`config.mk`:
```
export PLATFORM = sky130hd
export DESIGN_NAME = pcls_loader
export DESIGN_NICKNAME = d
export VERILOG_FILES = /design/src/pcls_pkg.sv /design/src/pcls_sync.sv /design/src/pcls_fifo.sv /design/src/pcls_loader.sv
export SDC_FILE = /design/constraint.sdc
export NUM_CORES = 1
export LEC_CHECK = 0
export BUFFER_PORTS_ARGS = -buffer_cell sky130_fd_sc_hd__buf_2
export CAP_MARGIN = 20
export CORE_MARGIN = 1.5
export CORE_UTILIZATION = 45
export DETAILED_ROUTE_END_ITERATION = 10
export GPL_TIMING_DRIVEN = 0
export REMOVE_ABC_BUFFERS = 1
export SYNTH_ARGS = -nofsm -noshare
export SYNTH_HDL_FRONTEND = slang
export SYNTH_SLANG_ARGS = --single-unit
```
`constraint.sdc`:
```
create_clock -name core_clk_i -period 3.4 [get_ports core_clk_i]
set_input_delay 0.68 -clock core_clk_i [delete_from_list [all_inputs] [get_ports core_clk_i]]
set_output_delay 0.68 -clock core_clk_i [all_outputs]
set_load 0.02 [all_outputs]
```
`src/pcls_pkg.sv`:
```
// constants, state codes and carrier types of the parallel configuration load sequencer
// ----------------------------------------------------------------------------
// ----------------------------------------------------------------------------
package pcls_pkg;

  // ----------------------------------------------------------------------------
  // timing
  // ----------------------------------------------------------------------------
  localparam int CLK_PERIOD_NS   = 20;
  localparam int REQ_TO_LOW_NS   = 600;
  localparam int REQ_TO_LOW_CYC  = REQ_TO_LOW_NS / CLK_PERIOD_NS;
  localparam int STATUS_MIN_US   = 268;
  localparam int STATUS_MIN_CYC  = (STATUS_MIN_US * 1000 + CLK_PERIOD_NS - 1) / CLK_PERIOD_NS;
  localparam int STATUS_MAX_US   = 1506;
  localparam int STATUS_MAX_CYC  = (STATUS_MAX_US * 1000) / CLK_PERIOD_NS;
  localparam int INIT_MIN_US     = 175;
  localparam int INIT_MAX_US     = 437;
  localparam int INIT_OSC_CYC    = (INIT_MIN_US * 1000 + CLK_PERIOD_NS - 1) / CLK_PERIOD_NS;
  localparam int INIT_MAX_CYC    = (INIT_MAX_US * 1000) / CLK_PERIOD_NS;
  localparam int UCLK_INIT_EDGES = 8576;
  localparam int DONE_FALL_EDGES = 2;
  localparam int CNT_W           = 20;
  localparam int WORDS_W         = 24;

  // ----------------------------------------------------------------------------
  // data path
  // ----------------------------------------------------------------------------
  localparam int DATA_W     = 32;
  localparam int FIFO_DEPTH = 16;
  localparam logic [1:0] BW_8  = 2'h0;
  localparam logic [1:0] BW_16 = 2'h1;
  localparam logic [1:0] BW_32 = 2'h2;
  localparam logic [DATA_W-1:0] MASK_8  = 32'h0000_00ff;
  localparam logic [DATA_W-1:0] MASK_16 = 32'h0000_ffff;
  localparam logic [DATA_W-1:0] MASK_32 = 32'hffff_ffff;

  typedef enum logic [2:0] {
    ST_HOLD  = 3'h0,
    ST_WAIT  = 3'h1,
    ST_LOAD  = 3'h2,
    ST_INIT  = 3'h3,
    ST_USER  = 3'h4,
    ST_ERROR = 3'h5
  } pcls_state_t;

  typedef struct packed {
    logic              req_n;
    logic              cfg_clock;
    logic              status_n;
    logic              user_init_clock;
    logic              use_user_clock;
    logic [1:0]        width;
    logic [DATA_W-1:0] data;
  } pcls_pins_t;

  typedef struct packed {
    logic [1:0]        width;
    logic [DATA_W-1:0] data;
  } pcls_word_t;

  localparam int PINS_W = $bits(pcls_pins_t);
  localparam int WORD_W = $bits(pcls_word_t);

endpackage

```
`src/pcls_sync.sv`:
```
// two-flop synchroniser for a vector of pin inputs
`timescale 1ns/10ps
module pcls_sync #(
  parameter int W = 1
) (
  input  wire logic         core_clk_i,
  input  wire logic         rstn_i,
  input  wire logic [W-1:0] async_i,
  output logic      [W-1:0] sync_o
);
  import pcls_pkg::*;

  typedef struct packed {
    logic [W-1:0] meta;
    logic [W-1:0] stable;
  } pcls_sync_t;

  pcls_sync_t r;
  pcls_sync_t next_r;

  // the first stage feeds only the second stage
  always_comb begin
    next_r.meta   = async_i;
    next_r.stable = r.meta;
  end

  always_ff @(posedge core_clk_i or negedge rstn_i) begin
    if (!rstn_i) begin
      r <= '0;
    end else begin
      r <= next_r;
    end
  end

  assign sync_o = r.stable;
endmodule

```
`src/pcls_fifo.sv`:
```
// word buffer with valid/ready on both sides and a registered read port
`timescale 1ns/10ps
module pcls_fifo #(
  parameter int W     = 34,
  parameter int DEPTH = 16
) (
  input  wire logic         core_clk_i,
  input  wire logic         rstn_i,
  input  wire logic         flush_i,
  input  wire logic [W-1:0] in_data_i,
  input  wire logic         in_valid_i,
  output logic              in_ready_o,
  output logic      [W-1:0] out_data_o,
  output logic              out_valid_o,
  input  wire logic         out_ready_i
);
  import pcls_pkg::*;

  localparam int AW = $clog2(DEPTH);

  typedef struct packed {
    logic [DEPTH-1:0][W-1:0] mem;
    logic [AW-1:0]           wr_ptr;
    logic [AW-1:0]           rd_ptr;
    logic [AW:0]             count;
    logic [W-1:0]            out_data;
    logic                    out_valid;
  } pcls_fifo_t;

  pcls_fifo_t r;
  pcls_fifo_t next_r;
  logic       push;
  logic       pop;

  always_comb begin
    next_r = r;
    push   = in_valid_i && (r.count != (AW + 1)'(DEPTH));
    // the output register refills from a non-empty buffer whenever it is empty or being taken
    pop    = (r.count != '0) && (!r.out_valid || out_ready_i);
    if (push) begin
      next_r.mem[r.wr_ptr] = in_data_i;
      next_r.wr_ptr        = r.wr_ptr + 1'b1;
    end
    if (pop) begin
      next_r.out_data = r.mem[r.rd_ptr];
      next_r.rd_ptr   = r.rd_ptr + 1'b1;
    end
    if (pop) begin
      next_r.out_valid = 1'b1;
    end else if (out_ready_i) begin
      next_r.out_valid = 1'b0;
    end
    next_r.count = r.count + (AW + 1)'(push) - (AW + 1)'(pop);
    if (flush_i) begin
      next_r.wr_ptr    = '0;
      next_r.rd_ptr    = '0;
      next_r.count     = '0;
      next_r.out_valid = 1'b0;
    end
  end

  always_ff @(posedge core_clk_i or negedge rstn_i) begin
    if (!rstn_i) begin
      r <= '0;
    end else begin
      r <= next_r;
    end
  end

  assign in_ready_o  = (r.count != (AW + 1)'(DEPTH));
  assign out_data_o  = r.out_data;
  assign out_valid_o = r.out_valid;
endmodule

```
`src/pcls_loader.sv`:
```
// device-side sequencer for the fast parallel configuration load
`timescale 1ns/10ps
module pcls_loader #(
  parameter int STATUS_MIN   = pcls_pkg::STATUS_MIN_CYC,
  parameter int INIT_OSC     = pcls_pkg::INIT_OSC_CYC,
  parameter int UCLK_EDGES   = pcls_pkg::UCLK_INIT_EDGES,
  parameter int STREAM_WORDS = 1024
) (
  input  wire logic                    core_clk_i,
  input  wire logic                    rstn_i,
  input  wire logic                    cfg_req_n_i,
  input  wire logic                    cfg_clock_i,
  input  wire logic [pcls_pkg::DATA_W-1:0] cfg_data_i,
  input  wire logic [1:0]              bus_width_i,
  input  wire logic                    status_n_i,
  output logic                         status_n_o,
  output logic                         status_oe_n_o,
  output logic                         load_done_o,
  input  wire logic                    user_init_clock_i,
  input  wire logic                    use_user_clock_i,
  output logic                         user_mode_o,
  output logic                         load_error_o,
  output pcls_pkg::pcls_word_t         word_o,
  output logic                         word_valid_o,
  input  wire logic                    word_ready_i
);
  import pcls_pkg::*;

  typedef struct packed {
    pcls_state_t        state;
    logic [CNT_W-1:0]   cnt;
    logic [WORDS_W-1:0] words;
    logic [1:0]         falls;
    logic               prev_req_n;
    logic               prev_cfg_clock;
    logic               prev_uclk;
    logic               status_drive_n;
    logic               status_level;
    logic               done;
    logic               user;
    logic               error;
    logic               push;
    pcls_word_t         word;
  } pcls_loader_t;

  pcls_loader_t r;
  pcls_loader_t next_r;
  pcls_pins_t   raw_pins;
  pcls_pins_t   pins;
  logic         fifo_ready;
  logic         req_low;
  logic         cclk_rise;
  logic         cclk_fall;
  logic         uclk_rise;
  logic [DATA_W-1:0] mask;

  // ----------------------------------------------------------------------------
  // pin capture
  // ----------------------------------------------------------------------------
  always_comb begin
    raw_pins.req_n           = cfg_req_n_i;
    raw_pins.cfg_clock       = cfg_clock_i;
    raw_pins.status_n        = status_n_i;
    raw_pins.user_init_clock = user_init_clock_i;
    raw_pins.use_user_clock  = use_user_clock_i;
    raw_pins.width           = bus_width_i;
    raw_pins.data            = cfg_data_i;
  end

  // data and clock share one synchroniser so a sampled edge lines up with its word
  pcls_sync #(
    .W(PINS_W)
  ) u_sync (
    .core_clk_i(core_clk_i),
    .rstn_i    (rstn_i),
    .async_i   (raw_pins),
    .sync_o    (pins)
  );

  // ----------------------------------------------------------------------------
  // sequencer
  // ----------------------------------------------------------------------------
  always_comb begin
    next_r              = r;
    next_r.prev_req_n   = pins.req_n;
    next_r.prev_cfg_clock = pins.cfg_clock;
    next_r.prev_uclk    = pins.user_init_clock;
    next_r.status_level = 1'b0;
    next_r.push         = 1'b0;
    req_low   = !pins.req_n;
    cclk_rise = pins.cfg_clock && !r.prev_cfg_clock;
    cclk_fall = !pins.cfg_clock && r.prev_cfg_clock;
    uclk_rise = pins.user_init_clock && !r.prev_uclk;
    case (pins.width)
      BW_8:    mask = MASK_8;
      BW_16:   mask = MASK_16;
      default: mask = MASK_32;
    endcase

    case (r.state)
      ST_HOLD: begin
        // the low time counts from the request fall; a long request extends it
        if (r.cnt != '1) begin
          next_r.cnt = r.cnt + 1'b1;
        end
        if (!req_low && (r.cnt >= CNT_W'(STATUS_MIN - 1))) begin
          next_r.state          = ST_WAIT;
          next_r.status_drive_n = 1'b1;
        end
      end
      ST_WAIT: begin
        // an outside party may keep the line low; no time limit applies here
        if (pins.status_n) begin
          next_r.state = ST_LOAD;
          next_r.words = '0;
        end
      end
      ST_LOAD: begin
        if (cclk_rise) begin
          if (fifo_ready) begin
            next_r.push       = 1'b1;
            next_r.word.width = pins.width;
            next_r.word.data  = pins.data & mask;
            next_r.words      = r.words + 1'b1;
            if (r.words == WORDS_W'(STREAM_WORDS - 1)) begin
              next_r.state = ST_INIT;
              next_r.done  = 1'b1;
              next_r.falls = '0;
              next_r.cnt   = '0;
            end
          end else begin
            // the host clock cannot be stalled, so a full buffer loses a word
            next_r.state          = ST_ERROR;
            next_r.error          = 1'b1;
            next_r.status_drive_n = 1'b0;
          end
        end
      end
      ST_INIT: begin
        if (r.falls != 2'(DONE_FALL_EDGES)) begin
          if (cclk_fall) begin
            next_r.falls = r.falls + 1'b1;
          end
        end else if (pins.use_user_clock) begin
          if (uclk_rise) begin
            next_r.cnt = r.cnt + 1'b1;
            if (r.cnt == CNT_W'(UCLK_EDGES - 1)) begin
              next_r.state = ST_USER;
              next_r.user  = 1'b1;
            end
          end
        end else begin
          next_r.cnt = r.cnt + 1'b1;
          if (r.cnt == CNT_W'(INIT_OSC - 1)) begin
            next_r.state = ST_USER;
            next_r.user  = 1'b1;
          end
        end
      end
      ST_USER: begin
        next_r.user = 1'b1;
      end
      ST_ERROR: begin
        next_r.status_drive_n = 1'b0;
      end
      default: begin
        next_r.state = ST_HOLD;
      end
    endcase

    // a low request restarts everything from any state
    if (req_low && (r.state != ST_HOLD)) begin
      next_r.state          = ST_HOLD;
      next_r.cnt            = '0;
      next_r.done           = 1'b0;
      next_r.status_drive_n = 1'b0;
      next_r.user           = 1'b0;
      next_r.error          = 1'b0;
    end else if (req_low && r.prev_req_n) begin
      next_r.cnt = '0;
    end
  end

  always_ff @(posedge core_clk_i or negedge rstn_i) begin
    if (!rstn_i) begin
      r       <= '0;
      r.state <= ST_HOLD;
    end else begin
      r <= next_r;
    end
  end

  // ----------------------------------------------------------------------------
  // word buffer
  // ----------------------------------------------------------------------------
  pcls_fifo #(
    .W    (WORD_W),
    .DEPTH(FIFO_DEPTH)
  ) u_fifo (
    .core_clk_i (core_clk_i),
    .rstn_i     (rstn_i),
    .flush_i    (req_low),
    .in_data_i  (r.word),
    .in_valid_i (r.push),
    .in_ready_o (fifo_ready),
    .out_data_o (word_o),
    .out_valid_o(word_valid_o),
    .out_ready_i(word_ready_i)
  );

  assign status_n_o    = r.status_level;
  assign status_oe_n_o = r.status_drive_n;
  assign load_done_o   = r.done;
  assign user_mode_o   = r.user;
  assign load_error_o  = r.error;
endmodule

```
# [Word level (Yosys, flattened, before mapping)]
# Index checks and enable logic that the tools add are counted.
[totals] reg_bits=761 input_bits=42 out_inout_bits=40 wordCells=180
[op_classes] addsub=7 magnitude_cmp=4 n_eq_ne=38 muxes=55 bitwise_logic=1 reduce_logical=38
[ops] operator="bitwise mux 544 bit" n=1
[ops] operator="binary-select mux 34 bit (select 4 bit)" n=1
[ops] operator="demux 34 bit (select 4 bit)" n=1
[ops] operator="two-way mux 23 bit" n=4
[ops] operator="two-way mux 36 bit" n=2
[ops] operator="two-way mux 34 bit" n=2
[ops] operator="case mux 32 bit (2 select lines)" n=1
[ops] operator="two-way mux 20 bit" n=3
[ops] operator="case mux 20 bit (3 select lines)" n=1
[ops] operator="two-way mux 49 bit" n=1
[ops] operator="case mux 24 bit (2 select lines)" n=1
[ops] operator="two-way mux 46 bit" n=1
[ops] operator="equality test 20 x 14 -> 1 bit, second input constant" n=2
[ops] operator="two-way mux 35 bit" n=1
[ops] operator="AND 32 bit" n=1
[ops] operator="!= test 4 bit, second input constant" n=8
[ops] operator="adder 24 x 1 -> 24 bit, second input constant" n=1
[ops] operator="equality test 24 x 10 -> 1 bit, second input constant" n=1
[ops] operator="two-way mux 24 bit" n=1
[ops] operator="two-way mux 3 bit" n=7
[ops] operator="adder 20 x 1 -> 20 bit, second input constant" n=1
[ops] operator="greater-or-equal comparator 20 x 14 -> 1 bit, second input constant" n=1
[ops] operator="!= test 20 bit, second input constant" n=1
[ops] operator="two-way mux 1 bit" n=17
[ops] operator="39 further kinds" n=82

# [Logic depth before layout (Yosys ltp)]
[depth] depth_word=8 mapped_depth=16 depth_no_buf=14

# [Modules after synthesis]
# A second synthesis with hierarchy kept.
[hier_totals] cells_unflattened=2261 area_unflattened_um2=33397.0
[by_module_without_submodules] mod="pcls_fifo" instances=1 cells_per_inst=1670 area_each_um2=26908.3 seq_area_each_um2=14814.2
[by_module_without_submodules] mod="pcls_loader" instances=1 cells_per_inst=513 area_each_um2=4536.9 seq_area_each_um2=2277.2
[by_module_without_submodules] mod="pcls_sync" instances=1 cells_per_inst=78 area_each_um2=1951.9 seq_area_each_um2=1951.9

# [Worst setup path before layout]
# Ideal clock, no wire load.
[synth_path] kind="in2reg" startpoint="input port word_ready_i" endpoint="register u_fifo.r[39] (netlist name)" setup_time_ns=0.081 t_arrival_ns=3.005 t_required_ns=3.319 path_slack_ns=0.315 stages=14 path_buffers=2 cell_sequence="nand2b_1 > nor2b_1 > clkbuf_1 > buf_1 > ha_1 > inv_1 > ha_1 > inv_1 > fa_1 > inv_1 > a21oi_1 > nor2_1 > or3_1 > a21oi_1"
[synth_rtl] item="start, declared" line_no="pcls_loader.sv:25" rtl="input wire logic word_ready_i"
[synth_rtl] item="end signal, assigned" line_no="pcls_fifo.sv:66" rtl="r <= next_r;"
[synth_rtl] item="end, declared" line_no="pcls_fifo.sv:30" rtl="pcls_fifo_t r;"

# [Worst setup path after layout]
[layout_path] startpoint="register u_fifo.r[37] (netlist name)" endpoint="register u_fifo.r[315] (netlist name)"
[layout_via] elab_chain_cells=2
[layout_rtl] item="!= test 5 bit" line_no="pcls_fifo.sv:37" rtl="push = in_valid_i && (r.count != (AW + 1)'(DEPTH));"
[layout_rtl] item="logical AND 1 bit" line_no="pcls_fifo.sv:37"
# No other way between the ends.
# A chain may end at the register's enable or synchronous reset.

==> results.md <==
* Status: completed
* Final hold vios at 0
* Netlist cell types at between 60 and 70
* CTS tree: built
* DP HPWL at 40,900 um
* Die ar. at 0.0748 sq mm
* Data arrival time of the critical path at approximately 3.8 ns
* Layout area overhead at 13.2%
* Hold Crit Class: in -> async
* Total Routing Usage GR at 0.207
* Die height at 274 um
* Worst-Skew Late Latency at 0.62 ns
* Die X at about 270 um
* Pleak at between 15 and 20 nW
* Min Hold Slack at 0.0409 ns
* Pwr dens at around 490 mW/mm^2
* Hold-fix buffers, CTS at 0
* Post-synthesis register bit count at ~760
* I/O Pins at 82
* Top FF cell, synth: dfrtp_1
* Max_cap viols at 0
* VDD IR max at 0.435 mV
* Htree depth at 3
* Critical R2R Launch: u_fifo.r[37]$_DFF_PN0_
* Root Buffer: clkbuf_16
* Pin count of the biggest net entering global routing at between 100 and 150
* Placer congestion estimate at ~0.7
* Vias at between 15,000 and 20,000
* Clock skew at 0.0245 ns
* Initial Util at 0.453
* Final slew viol count at 0
* Rel. slew slack at 0.368
* Startpoint Class: flop
* Seq/Total Area, Yosys at 0.578
* PnR worst setup slack at 0.0796 ns
* Total grt overflow at 0
* Drt drc at 0
* Number of detailed-routing iterations run before antenna repair at 5
* Core ar. at 0.0727 sq mm
* Number of synthesis warnings at 0
* Critical Path Fanout Max at 34
* CP Class: reg -> reg
* Finished Layout Cells at roughly 3,200
* Fmax at 301 MHz
* Worst slew pin tran at 0.948 ns
* Setup crit start: u_fifo.r[37]$_DFF_PN0_
* Worst-path clk slew at 0.06 ns
* First-pass GRT wire length at about 120,000 um
* Inst Count DP at 3,058
* EDFF count, synth at 0
* Synthesized instance count at 2,176
* Post-Place Setup Slack at -0.679 ns
* Wire per inst at 23.3 um
* # clock sinks at 761
* Number of setup violations in the final report at 0
* Met1 Usage GRT at 0.283
* Grt peak-use layer: met2
* Met2 Use GR at 0.341
* CTS max path bufs at 3
* DR iter-0 viols at 1,032
* Initial antenna violation count at 0
* WP data required at 3.90 ns
* Power Total at 0.0184 W
* Final period utilization at 0.977
* RSZ-0062 raised after global routing: true
* Mapped cell area at ~0.033 sq mm
* Drt via density at around 5.6
* Avg Cell Area, Syn at 15.1 sq um
* Buffers on Ports at 80
* Post-layout nets at 2,242
* Met3 usage at 0.0308
* CTS Buf Count at 81
* Min Clock Period, post-route at between 3 and 4 ns
* Number of global-route vias before repair at 19,495
* Core Rows at 99
* Layout cells sized above 1 at 0.457
* Crit end category: flop
* N_diodes at 0
* FFs w/ async S/R, synth at 1.00
* Post-route ant nets at 0
* Routed wire length at 74,700 um
[cells in the final DEF (no fill, tap or decap), drive strengths merged, types with 11 or more instances in the layout]
master and count:
a21oi 20, buf 115, clkbuf 116, clkinv 18, dfrtp 761, ha 15, inv 24, mux2 580
mux4 170, nand2 122, nand3 40, nand4 12, nor2 58, nor2b 11, nor3 13, o21ai 33
o31ai 12, xor2 17
[final timing paths]
| check | to | slack [ns] | cells after the start |
|---|---|---|---|
| hold reg to reg | u_sync.sync_o[1]$_DFF_PN0_ | 0.35 | 0 |
| setup reg to reg | u_fifo.r[315]$_DFFE_PN0P_ | 0.08 | 8 |
| setup / recovery | u_fifo.r[315]$_DFFE_PN0P_ | 0.08 | 8 |
| hold / removal | u_fifo.r[179]$_DFFE_PN0P_ | 0.04 | 1 |
| min in group core_clk_i | u_sync.next_r[2]$_DFF_PN0_ | 0.16 | 1 |
| max in group asynchronous | u_fifo.r[41]$_DFFE_PN0P_ | 0.71 | 5 |
[synth_stat cells (all sizes together), types with 4 or more instances]
| cell | instances | area share |
|---|---|---|
| nand4 | 12 | 0.0023 |
| o31ai | 12 | 0.0027 |
| a21oi | 20 | 0.0030 |
| clkbuf | 134 | 0.015 |
| nor4 | 7 | 0.0017 |
| and3 | 5 | 0.00095 |
| xor2 | 17 | 0.0045 |
| nor2 | 58 | 0.0066 |
| o41ai | 5 | 0.0013 |
| and4 | 8 | 0.0021 |
| xnor2 | 10 | 0.0027 |
| o21ai | 33 | 0.0051 |
| inv | 23 | 0.0026 |
| or3 | 7 | 0.0015 |
| and2 | 5 | 0.00095 |
| mux4 | 170 | 0.12 |
| nor3 | 13 | 0.0021 |
| nand2 | 122 | 0.014 |
| nor3b | 4 | 0.00091 |
| ha | 15 | 0.0057 |
| mux2 | 580 | 0.20 |
| nand3 | 40 | 0.0061 |
| dfrtp | 761 | 0.58 |
| nor2b | 11 | 0.0021 |
| mux2i | 4 | 0.0012 |
| nand2b | 6 | 0.0011 |
| buf | 56 | 0.011 |
[cell type report]
class	count	area, sq um
Fill cell	5991	35400
Sequential cell	761	19100
Multi-Input combinational cell	1201	13100
Clock buffer	116	2370
Tap cell	959	1200
Timing Repair Buffer	115	1140
Clock inverter	29	334
Inverter	24	97.6
[registers in the layout, indices dropped and copies added (netlist names)]
register and cells:
load_done_o 1, u_sync.next_r 39, user_mode_o 1, status_oe_n_o 1, u_sync.sync_o 39, u_fifo.out_valid_o 1
u_fifo.out_data_o 34, u_fifo.r 557, r 87, load_error_o 1
[layer usage]
metal	vias to the layer above	share of wire
met3	141	0.030
li1	7938	-
met2	299	0.49
met4	0	0.030
met5	-	0
met1	9654	0.45
[per-stage QoR]
stage	utilization	instance area [sq um]	setup TNS [ns]
floorplan	-	32100	-127.82
global placement	0.463	33700	-
detailed placement	0.475	34500	-123.82
CTS	0.513	37300	0
global route	0.513	37300	-14.75
finish	0.513	37300	0
[power breakdown]
group | internal, W | leakage (nW) | total (W) | switching [W]
clock network | 0.00531 | 1.33 | 0.00891 | 0.00361
logic | 0.0000674 | 6.23 | 0.000294 | 0.000227
registers | 0.00912 | 10.4 | 0.00917 | 0.0000432
[worst max-delay path, stage by stage, from the launching register on]
cell	delay, ns
dfrtp_1	0.36
inv_1	0.07
ha_1	0.21
and4bb_2	0.30
nor2b_2	0.45
nand2_1	0.11
nor2_1	0.55
nand2_4	0.64
mux2_2	0.49
[logic make-up after synthesis]
logic type | share of synthesized area
DFF | 0.578
muxes | 0.316
and+or+nand+nor | 0.0470
buffers and inverters | 0.0287
AOI/OAI and AO/OA | 0.0168
xor gates and xnor gates | 0.00718
adders and majority gates | 0.00631
other | 0.000114
[timing repair]
item | CTS | global route
endpoints found under the setup margin | 307 | 160
pin swaps | 2 | 0
gates resized for setup | 7 | 2
cloned | 0 | 0
setup buffers | 2 | 0
No activity file was read; power rests on OpenSTA's default activity.
